File: src/design/iper_regs.vh
// constants for the interrupt priority / extended enable register pair
// assumes an 8-bit special-function bus with page select and bit access
`ifndef IPER_REGS_VH
`define IPER_REGS_VH

// addresses and pages
`define IPER_PRIO_ADDR       8'hB8
`define IPER_PRIO_PAGE       8'h00
`define IPER_XEN_ADDR        8'hE6

// reset values; the unused priority bit reads one
`define IPER_PRIO_RESET      8'h80
`define IPER_XEN_RESET       8'h00
`define IPER_PRIO_UNUSED_BIT 7
`define IPER_PRIO_WMASK      8'h7F

// priority register fields
`define IPER_EXT0_PRI_BIT    0
`define IPER_TMR0_PRI_BIT    1
`define IPER_EXT1_PRI_BIT    2
`define IPER_TMR1_PRI_BIT    3
`define IPER_UART_PRI_BIT    4
`define IPER_TMR2_PRI_BIT    5
`define IPER_SPI0_PRI_BIT    6

// extended enable register fields
`define IPER_TWP_EN_BIT      0
`define IPER_RTC_EN_BIT      1
`define IPER_WIN_EN_BIT      2
`define IPER_EOC_EN_BIT      3
`define IPER_PCA_EN_BIT      4
`define IPER_CMP0_EN_BIT     5
`define IPER_CMP1_EN_BIT     6
`define IPER_TMR3_EN_BIT     7

// source numbering: basic sources 0..6, extended sources 7..14
`define IPER_NUM_SRC         15
`define IPER_NUM_BASIC       7
`define IPER_IDX_W           4
`define IPER_IDX_NONE        4'hF

`endif

File: src/design/iper_top.v
// interrupt priority register and extended enable register, with the
// request masking and level tagging presented to the processor core
// assumes: same-clock pending flags, an 8-bit special-function bus,
// the global enable and basic enables live in another register,
// as do the extended priorities; flags arrive already synchronised
// to clk_i, so they feed the mask logic with no extra stages;
// results reach the core one clock after the inputs, but req_o, level_o and the choice lag register writes by two
//
// Notes on behaviour
// unused priority bit 7 always reads one; writes to it are dropped.
// priority bit 6 sets SPI port 0 level; one is high.
// priority bit 5 sets timer 2 level; one is high.
// priority bit 4 sets UART level; one is high.
// priority bit 3 sets timer 1 level; one is high.
// priority bit 2 sets external interrupt 1 level; one is high.
// priority bit 1 sets timer 0 level; one is high.
// priority bit 0 cleared puts external interrupt 0 at low level.
// priority bit 0 set puts external interrupt 0 at high level.
// priority register at 0xB8, page 0 only, with single-bit writes.
// enable bit 7 passes timer 3 low or high overflow requests.
// enable bit 6 passes comparator 1 rising or falling requests.
// enable bit 5 passes comparator 0 rising or falling requests.
// enable bit 4 passes every counter array request.
// enable bit 3 passes the conversion done request.
// enable bit 2 passes the converter window request.
// enable bit 1 passes real-time-clock alarm requests.
// enable bit 0 passes every two-wire port request.
// enable register at 0xE6 on all pages, read/write, reset to zero.
// global enable low blocks all sources; high defers to each mask.
// request shown only while flag and enable set, tagged with its level.
// pending high-level requests are picked before low-level ones.
`timescale 1ns/1ns
`include "iper_regs.vh"

module iper_top (
  input  wire                     clk_i,
  input  wire                     nrst_i,
  // special-function register port
  input  wire [7:0]               sfr_addr_i,
  input  wire [7:0]               sfr_page_i,
  input  wire                     sfr_wr_i,
  input  wire [7:0]               sfr_wdata_i,
  input  wire                     sfr_bit_wr_i,
  input  wire [2:0]               sfr_bit_sel_i,
  input  wire                     sfr_bit_val_i,
  input  wire                     sfr_rd_i,
  output reg  [7:0]               sfr_rdata_o,
  // enables and priorities held elsewhere
  input  wire                     global_int_enable_i,
  input  wire [6:0]               basic_int_enable_i,
  input  wire [7:0]               ext_priority_i,
  // basic source pending flags
  input  wire                     ext_int0_flag_i,
  input  wire                     timer0_flag_i,
  input  wire                     ext_int1_flag_i,
  input  wire                     timer1_flag_i,
  input  wire                     uart_flag_i,
  input  wire                     timer2_flag_i,
  input  wire                     spi_port0_flag_i,
  // extended source pending flags
  input  wire                     two_wire_port_flag_i,
  input  wire                     rtc_alarm_flag_i,
  input  wire                     converter_window_flag_i,
  input  wire                     conversion_done_flag_i,
  input  wire                     counter_array_flag_i,
  input  wire                     comparator0_rising_flag_i,
  input  wire                     comparator0_falling_flag_i,
  input  wire                     comparator1_rising_flag_i,
  input  wire                     comparator1_falling_flag_i,
  input  wire                     timer3_low_overflow_flag_i,
  input  wire                     timer3_high_overflow_flag_i,
  // register contents for the core
  output reg  [7:0]               basic_interrupt_priority_o,
  output reg  [7:0]               extended_interrupt_enable_one_o,
  // requests toward the core
  output reg  [`IPER_NUM_SRC-1:0] req_o,
  output reg  [`IPER_NUM_SRC-1:0] level_o,
  output reg                      sel_valid_o,
  output reg  [`IPER_IDX_W-1:0]   sel_index_o,
  output reg                      sel_high_o
);

  ////////////////////////////////////////////////////////////////////////
  // helpers

  // byte write into a register with some bits held
  function [7:0] merge_byte;
    input [7:0] old_val;
    input [7:0] new_val;
    input [7:0] wmask;
    begin
      merge_byte = (old_val & ~wmask) | (new_val & wmask);
    end
  endfunction

  // single-bit write, as a bit-addressed set or clear
  function [7:0] merge_bit;
    input [7:0] old_val;
    input [2:0] sel;
    input       val;
    input [7:0] wmask;
    reg   [7:0] onehot;
    begin
      onehot    = 8'h01 << sel;
      onehot    = onehot & wmask;
      merge_bit = (old_val & ~onehot) | ({8{val}} & onehot);
    end
  endfunction

  ////////////////////////////////////////////////////////////////////////
  // state

  reg  [6:0] prio_bits;   // writable part of the priority register
  reg  [7:0] xen_bits;    // extended enable register
  reg  [7:0] next_prio;
  reg  [7:0] next_xen;
  wire [7:0] prio_view;   // priority register as software sees it

  // reset image of the stored bits; bit 7 is not stored
  localparam [7:0] PRIO_RST = `IPER_PRIO_RESET & `IPER_PRIO_WMASK;

  // bit 7 has no storage so it cannot drift from its fixed value
  assign prio_view = {1'b1, prio_bits};

  ////////////////////////////////////////////////////////////////////////
  // address decode

  wire hit_prio;
  wire hit_xen;

  // priority register only answers on page zero
  assign hit_prio = (sfr_addr_i == `IPER_PRIO_ADDR) &&
                    (sfr_page_i == `IPER_PRIO_PAGE);
  // extended enable ignores the page
  assign hit_xen = (sfr_addr_i == `IPER_XEN_ADDR);

  ////////////////////////////////////////////////////////////////////////
  // decoded strobes

  wire wr_prio_byte;      // byte write to the priority register
  wire wr_prio_bit;       // single-bit write to the priority register
  wire wr_xen_byte;       // byte write to the enable register
  wire rd_prio;           // read of the priority register
  wire rd_xen;            // read of the enable register

  // a strobe with no address hit does nothing, so stray cycles on
  // the shared bus cannot disturb either register
  assign wr_prio_byte = hit_prio & sfr_wr_i;
  assign wr_prio_bit  = hit_prio & sfr_bit_wr_i;
  assign wr_xen_byte  = hit_xen & sfr_wr_i;
  assign rd_prio      = hit_prio & sfr_rd_i;
  assign rd_xen       = hit_xen & sfr_rd_i;

  ////////////////////////////////////////////////////////////////////////
  // next register values

  // byte writes win over bit writes if both arrive together
  always @* begin
    next_prio = prio_view;
    if (wr_prio_byte) begin
      next_prio = merge_byte(prio_view, sfr_wdata_i,
                             `IPER_PRIO_WMASK);
    end else if (wr_prio_bit) begin
      next_prio = merge_bit(prio_view, sfr_bit_sel_i,
                            sfr_bit_val_i, `IPER_PRIO_WMASK);
    end
  end

  // not bit-addressable, so bit writes to it are ignored
  always @* begin
    next_xen = xen_bits;
    if (wr_xen_byte) begin
      next_xen = sfr_wdata_i;
    end
  end

  ////////////////////////////////////////////////////////////////////////
  // register storage

  // priority storage; only bits 6 to 0 exist
  always @(posedge clk_i or negedge nrst_i) begin
    if (!nrst_i) begin
      prio_bits <= PRIO_RST[6:0];
    end else begin
      prio_bits <= next_prio[6:0];
    end
  end

  // enable storage; every bit cleared by reset
  always @(posedge clk_i or negedge nrst_i) begin
    if (!nrst_i) begin
      xen_bits <= `IPER_XEN_RESET;
    end else begin
      xen_bits <= next_xen;
    end
  end

  ////////////////////////////////////////////////////////////////////////
  // read path

  reg [7:0] next_rdata;

  // unmapped or idle reads give zero; a read in the write cycle
  // returns the old contents
  always @* begin
    next_rdata = 8'h00;
    if (rd_prio) begin
      next_rdata = prio_view;
    end else if (rd_xen) begin
      next_rdata = xen_bits;
    end
  end

  always @(posedge clk_i or negedge nrst_i) begin
    if (!nrst_i) begin
      sfr_rdata_o <= 8'h00;
    end else begin
      sfr_rdata_o <= next_rdata;
    end
  end

  ////////////////////////////////////////////////////////////////////////
  // per-source pending flags; several flags share one request line

  wire [`IPER_NUM_SRC-1:0] pend;

  assign pend[0]  = ext_int0_flag_i;
  assign pend[1]  = timer0_flag_i;
  assign pend[2]  = ext_int1_flag_i;
  assign pend[3]  = timer1_flag_i;
  assign pend[4]  = uart_flag_i;
  assign pend[5]  = timer2_flag_i;
  assign pend[6]  = spi_port0_flag_i;

  // extended sources; comparator and timer 3 pairs share a line
  assign pend[7]  = two_wire_port_flag_i;
  assign pend[8]  = rtc_alarm_flag_i;
  assign pend[9]  = converter_window_flag_i;
  assign pend[10] = conversion_done_flag_i;
  assign pend[11] = counter_array_flag_i;
  assign pend[12] = comparator0_rising_flag_i |
                    comparator0_falling_flag_i;
  assign pend[13] = comparator1_rising_flag_i |
                    comparator1_falling_flag_i;
  assign pend[14] = timer3_low_overflow_flag_i |
                    timer3_high_overflow_flag_i;

  ////////////////////////////////////////////////////////////////////////
  // per-source enable bits

  wire [`IPER_NUM_SRC-1:0] en;

  // basic enables come from the register outside this block
  assign en[6:0] = basic_int_enable_i;

  // extended enables come from the local register
  assign en[7]   = xen_bits[`IPER_TWP_EN_BIT];
  assign en[8]   = xen_bits[`IPER_RTC_EN_BIT];
  assign en[9]   = xen_bits[`IPER_WIN_EN_BIT];
  assign en[10]  = xen_bits[`IPER_EOC_EN_BIT];
  assign en[11]  = xen_bits[`IPER_PCA_EN_BIT];
  assign en[12]  = xen_bits[`IPER_CMP0_EN_BIT];
  assign en[13]  = xen_bits[`IPER_CMP1_EN_BIT];
  assign en[14]  = xen_bits[`IPER_TMR3_EN_BIT];

  ////////////////////////////////////////////////////////////////////////
  // per-source priority levels; one means high

  wire [`IPER_NUM_SRC-1:0] lvl;

  assign lvl[0]  = prio_bits[`IPER_EXT0_PRI_BIT];
  assign lvl[1]  = prio_bits[`IPER_TMR0_PRI_BIT];
  assign lvl[2]  = prio_bits[`IPER_EXT1_PRI_BIT];
  assign lvl[3]  = prio_bits[`IPER_TMR1_PRI_BIT];
  assign lvl[4]  = prio_bits[`IPER_UART_PRI_BIT];
  assign lvl[5]  = prio_bits[`IPER_TMR2_PRI_BIT];
  assign lvl[6]  = prio_bits[`IPER_SPI0_PRI_BIT];

  // extended levels are held in a register outside this block
  assign lvl[14:7] = ext_priority_i;

  ////////////////////////////////////////////////////////////////////////
  // masking

  wire [`IPER_NUM_SRC-1:0] next_req;

  // global enable overrides every individual mask
  assign next_req = pend & en &
                    {`IPER_NUM_SRC{global_int_enable_i}};

  ////////////////////////////////////////////////////////////////////////
  // selection among live requests

  wire                    pick_valid;
  wire [`IPER_IDX_W-1:0]  pick_index;
  wire                    pick_high;

  // picks from the same values that land in req_o, so the choice
  // and the request lines always agree in a given cycle
  iper_pick u_pick (
    .req_i   (next_req),
    .level_i (lvl),
    .valid_o (pick_valid),
    .index_o (pick_index),
    .high_o  (pick_high)
  );

  ////////////////////////////////////////////////////////////////////////
  // registered outputs; one cycle of latency from flag to request

  // requests and levels toward the core
  always @(posedge clk_i or negedge nrst_i) begin
    if (!nrst_i) begin
      req_o       <= {`IPER_NUM_SRC{1'b0}};
      level_o     <= {`IPER_NUM_SRC{1'b0}};
    end else begin
      req_o       <= next_req;
      level_o     <= lvl;
    end
  end

  // choice registered beside the requests, so the two stay in step
  always @(posedge clk_i or negedge nrst_i) begin
    if (!nrst_i) begin
      sel_valid_o <= 1'b0;
      sel_index_o <= `IPER_IDX_NONE;
      sel_high_o  <= 1'b0;
    end else begin
      sel_valid_o <= pick_valid;
      sel_index_o <= pick_index;
      sel_high_o  <= pick_high;
    end
  end

  // register copies for the core; priority shows bit 7 as one
  always @(posedge clk_i or negedge nrst_i) begin
    if (!nrst_i) begin
      basic_interrupt_priority_o      <= `IPER_PRIO_RESET;
      extended_interrupt_enable_one_o <= `IPER_XEN_RESET;
    end else begin
      basic_interrupt_priority_o      <= next_prio;
      extended_interrupt_enable_one_o <= next_xen;
    end
  end

endmodule // iper_top

File: src/design/iper_pick.v
// selector: picks the next request to service from a request vector
// assumes req and level settle within one cycle, ahead of the caller's output flip-flops
`timescale 1ns/1ns
`include "iper_regs.vh"

module iper_pick (
  input  wire [`IPER_NUM_SRC-1:0] req_i,
  input  wire [`IPER_NUM_SRC-1:0] level_i,
  output reg                      valid_o,
  output reg  [`IPER_IDX_W-1:0]   index_o,
  output reg                      high_o
);

  integer i;
  reg     hi_found;
  reg     lo_found;
  reg [`IPER_IDX_W-1:0] hi_idx;
  reg [`IPER_IDX_W-1:0] lo_idx;

  ////////////////////////////////////////////////////////////////////////
  // walk downward so the lowest number wins within a level
  always @* begin
    hi_found = 1'b0;
    lo_found = 1'b0;
    hi_idx   = `IPER_IDX_NONE;
    lo_idx   = `IPER_IDX_NONE;
    for (i = `IPER_NUM_SRC - 1; i >= 0; i = i - 1) begin
      if (req_i[i] && level_i[i]) begin
        hi_found = 1'b1;
        hi_idx   = i[`IPER_IDX_W-1:0];
      end
      if (req_i[i] && !level_i[i]) begin
        lo_found = 1'b1;
        lo_idx   = i[`IPER_IDX_W-1:0];
      end
    end
  end

  ////////////////////////////////////////////////////////////////////////
  // any high request beats every low request
  always @* begin
    valid_o = hi_found | lo_found;
    high_o  = hi_found;
    if (hi_found) begin
      index_o = hi_idx;
    end else begin
      index_o = lo_idx;
    end
  end

endmodule // iper_pick

File: config.mk
export PLATFORM = sky130hd
export DESIGN_NAME = iper_top
export DESIGN_NICKNAME = d
export VERILOG_FILES = /design/src/design/iper_top.v /design/src/design/iper_pick.v
export VERILOG_INCLUDE_DIRS = /design/src /design/src/design
export SDC_FILE = /design/constraint.sdc
export NUM_CORES = 1
export LEC_CHECK = 0
export ABC_CLOCK_PERIOD_IN_PS = 3500
export BUFFER_PORTS_ARGS = -buffer_cell sky130_fd_sc_hd__buf_2
export CORE_MARGIN = 4
export CORE_UTILIZATION = 49
export DETAILED_ROUTE_END_ITERATION = 8
export GPL_ROUTABILITY_DRIVEN = 0
export PLACE_DENSITY_LB_ADDON = 0.2
export SLEW_MARGIN = 20
export SYNTH_ARGS = -nofsm -noshare
export SYNTH_HDL_FRONTEND = slang
export SYNTH_SLANG_ARGS = --single-unit
File: constraint.sdc
create_clock -name clk_i -period 3.5 [get_ports clk_i]
set_input_delay 1.05 -clock clk_i [delete_from_list [all_inputs] [get_ports clk_i]]
set_output_delay 1.05 -clock clk_i [all_outputs]
set_load 0.03 [all_outputs]
==> results.md <==
Synth:
- Counting every net in the synthesized netlist gives 300.
- During synthesis, Yosys emitted a total of 0 warnings.
- For this run, the register share of the synthesized area comes to 55.6%.
- In this run the cell area of the synthesized design comes to 0.00267 mm2.
- The number of distinct library cells after synthesis is 53.
- The share of Yosys cell area claimed by the top area cell type is 51.6%.
- The cell count after synthesis came out at 233.
- The average instance in the mapped netlist occupies 11.4 um2.
- The register bit count reported by yosys is 59.
- The number of enable flip-flop cells after synthesis is 0.
- The leading area contributor after synthesis is sky130_fd_sc_hd__dfrtp_1.
- The post-synthesis async set-or-reset flop share is 100%.
- Among all flip-flop cells after synthesis, the most frequent one is sky130_fd_sc_hd__dfrtp_1.
- Sorting the synthesized cells by area gives the leading types as sky130_fd_sc_hd__dfrtp_1 52%, sky130_fd_sc_hd__mux2_1 4.6%, sky130_fd_sc_hd__dfstp_2 3.9%.

Clocking:
- The number of buffers created by CTS is 9.
- The number of buffers inserted by post-CTS setup repair is 0.
- For the worst-skew pair, the clock arrives at the later sink with an insertion delay of 0.34 ns.
- The H-tree was split into 3 levels.
- The TritonCTS clock tree is yes.
- The hold-fix buffer count after cts is 0.
- The number of clock sinks is 59.
- The longest clock path from root to sink contains 2 buffers.
- The number of gates resized after CTS is 0.
- The clock input transition at the sequential cells of the worst setup and hold paths is 0.07 ns.
- The cell chosen for the clock root is sky130_fd_sc_hd__clkbuf_8.

Timing:
- The worst-margin pin slew is 0.611 ns.
- Timing would allow up to 337 MHz.
- The ratio of final minimum period to clock period is 84.7%.
- The setup clock skew after layout is 0.0112 ns.
- The summed negative setup slack over all endpoints is 0 ns.
- In this run the tightest slew margin relative to its limit is 59.2%.
- Setup repair after global routing left no endpoint under its margin.
- The final number of max-transition violations is 0.
- Setup violations remaining at the end of the flow were counted as 0.
- The final hold violation count is 0.
- The clock period could shrink to 2.97 ns.
- In the post-route analysis, the smallest setup slack over all paths is 0.535 ns.

Die:
- The width of the chip is 81.8 um.
- The number of standard-cell rows in the floorplan is 26.
- The count of boundary I/O pins is 127.
- The core region is 0.00520 mm2.
- In this run the vertical extent of the chip is 81.8 um.
- Once the floorplan was initialized, standard cells occupied 51.2% of the core.
- The die covers 0.00668 mm2.

Setup path:
- Data on the critical path is required at its endpoint by 3.72 ns.
- The capturing element type of the critical path is a register.
- The worst setup path is launched from an input pin.
- In this run the worst setup path begins at sfr_addr_i[1].
- The worst reg-to-reg setup slack is 1.56 ns.
- The worst register-to-register path ends at sel_index_o[0]$_DFF_PN1_.
- The depth of the worst register-to-register path is 6.
- The worst setup path is of the input pin to register kind.
- At the worst endpoint, the arrival time is 3.19 ns.
- The maximum fanout count along the critical path is 8.

Power and ir drop:
- The total power is 1.56 mW.
- Across the VDD grid, the largest voltage drop is 309 uV.
- In this run the static leakage power is 2.03 nW.
- The power density relative to cell area is 438 mW/mm2.

GRT:
- The initial antenna violation count was 0.
- The via count of the first global-routing pass came to 2303.
- Entering global routing, the biggest net connects 34 pins.
- The overflow left after global routing is 0.
- The total global routing track utilization is 22.8%.
- The first global-routing pass estimated 11100 um of wire.

Routing:
- The first TritonRoute pass finished after 4 iterations.
- The remaining number of nets flagged by the antenna check after routing is 0.
- For this block, the initial DRC count from the detailed router was 140.
- In the final routed layout, each cell accounts on average for 16.6 um.
- Summing over every cut layer, the via total after detailed routing is 2356.
- The routed wire length is 7290 um.
- The count of unresolved DRC violations after routing is 0.
- The average vias per placed instance is 5.37.

Final layout:
- Cells fill 68.5% of the core in the end.
- The final cell area excluding filler cells is 0.00357 mm2.
- The number of nets in the layout is 431.
- The number of fill cells is 426.
- The repair_antennas step left the layout with diodes totalling 0.
- The fraction of layout cells with a size suffix above 1 is 43.9%.
- The growth of design area from synthesis to finish is 33.8%.

Placement:
- At the placement stage, the worst setup path has a slack of 0.195 ns.
- Once placement finished, the instance area stood at 0.00336 mm2.
- The placed wire-length estimate is 5580 um.
- The number of port buffers is 125.

Run:
- The reported max-cap violation count is 0.

Min path:
- The worst hold path belongs to the class register to register.

Status:
- The run finished with clean final reports.
-- cell usage after synthesis (2+ instances only) --
library cell	instances
sky130_fd_sc_hd__o21ai_1	2
sky130_fd_sc_hd__nand3b_1	3
sky130_fd_sc_hd__and3_1	9
sky130_fd_sc_hd__dfstp_2	4
sky130_fd_sc_hd__nor4b_1	3
sky130_fd_sc_hd__o21a_1	3
sky130_fd_sc_hd__a211oi_1	2
sky130_fd_sc_hd__buf_2	4
sky130_fd_sc_hd__o2111ai_1	3
sky130_fd_sc_hd__a21oi_1	6
sky130_fd_sc_hd__o211ai_1	5
sky130_fd_sc_hd__nor4_1	3
sky130_fd_sc_hd__nand3_1	9
sky130_fd_sc_hd__nor2_1	11
sky130_fd_sc_hd__dfrtp_1	55
sky130_fd_sc_hd__nand4b_1	5
sky130_fd_sc_hd__nand4bb_1	2
sky130_fd_sc_hd__a31oi_1	2
sky130_fd_sc_hd__mux2_2	9
sky130_fd_sc_hd__o21ai_0	5
sky130_fd_sc_hd__a22o_1	8
sky130_fd_sc_hd__mux2_1	11
sky130_fd_sc_hd__inv_1	16
sky130_fd_sc_hd__nand4_1	11
sky130_fd_sc_hd__nand2_1	14
-- area by class of cell --
type	count	area, um2	share of cell area [%]
Sequential cell	59	1480	41.5
Multi-Input combinational cell	150	1080	30.4
Timing Repair Buffer	127	641	18.0
Clock buffer	10	128	3.58
Tap cell	70	87.6	2.46
Clock inverter	6	80.1	2.25
Inverter	17	63.8	1.79
-- logic make-up after synthesis --
| group | Yosys count | synth area share [%] |
|---|---|---|
| multiplexers | 20 | 8.45 |
| flip-flops | 59 | 55.6 |
| AND/OR/NAND/NOR | 82 | 19.3 |
| AO/OA/AOI/OAI | 46 | 12.5 |
| XOR/XNOR | 1 | 0.329 |
| buffers and inverters | 24 | 3.71 |
| other | 1 | 0.141 |
-- worst max-delay path: stages --
cell and delay (ns):
sky130_fd_sc_hd__buf_2 0.11, sky130_fd_sc_hd__or4_1 0.51, sky130_fd_sc_hd__nor2_1 0.13, sky130_fd_sc_hd__nand4bb_1 0.34
sky130_fd_sc_hd__nor4b_1 0.41, sky130_fd_sc_hd__mux2_1 0.35, sky130_fd_sc_hd__mux2_1 0.29
-- power breakdown --
| part | switching (mW) | leakage, nW | internal, mW | total, mW |
|---|---|---|---|---|
| clock | 0.261 | 0.110 | 0.396 | 0.657 |
| sequential | 0.00927 | 0.784 | 0.707 | 0.716 |
| combinational | 0.122 | 1.13 | 0.0663 | 0.188 |
| total | 0.392 | 2.03 | 1.17 | 1.56 |
-- per-stage QoR --
stage          hold slack [ns]  std cells
3_3_place_gp             0.476        423
2_1_floorplan            0.605        233
3_5_place_dp             0.484        423
5_1_grt                  0.532        439
4_1_cts                  0.501        439
6_report                 0.509        439
-- cells in the final DEF, fill, tap and decap left out, types with 3 or more instances in the layout --
master,n
sky130_fd_sc_hd__a21oi_1,6
sky130_fd_sc_hd__a22o_1,8
sky130_fd_sc_hd__and3_1,9
sky130_fd_sc_hd__buf_2,125
sky130_fd_sc_hd__clkbuf_8,9
sky130_fd_sc_hd__clkinv_2,4
sky130_fd_sc_hd__dfrtp_1,55
sky130_fd_sc_hd__dfstp_2,4
sky130_fd_sc_hd__inv_1,16
sky130_fd_sc_hd__mux2_1,11
sky130_fd_sc_hd__mux2_2,9
sky130_fd_sc_hd__nand2_1,14
sky130_fd_sc_hd__nand3_1,9
sky130_fd_sc_hd__nand3b_1,3
sky130_fd_sc_hd__nand4_1,11
sky130_fd_sc_hd__nand4b_1,5
sky130_fd_sc_hd__nor2_1,11
sky130_fd_sc_hd__nor4_1,3
sky130_fd_sc_hd__nor4b_1,3
sky130_fd_sc_hd__o2111ai_1,3
sky130_fd_sc_hd__o211ai_1,5
sky130_fd_sc_hd__o21a_1,3
sky130_fd_sc_hd__o21ai_0,5
-- how the worst min path moves through the flow --
stage	endpoint	slack, ns	cells past startpoint
3_5_place_dp	level_o[6]$_DFF_PN0_	0.48	0
3_3_place_gp	level_o[4]$_DFF_PN0_	0.48	0
5_1_grt	level_o[6]$_DFF_PN0_	0.53	0
6_report	level_o[6]$_DFF_PN0_	0.51	0
4_1_cts	level_o[6]$_DFF_PN0_	0.50	0
2_1_floorplan	level_o[4]$_DFF_PN0_	0.60	0
-- per-layer routing --
metal  global-route usage, %  vias up  routed length [um]
li1                        -     1141                   -
met1                    29.1     1097                3040
met2                    36.8      110                3480
met3                    6.80        8                 703
met4                    8.31        0                  74
met5                       0        -                   0
Power figures use the tool's default switching activity.
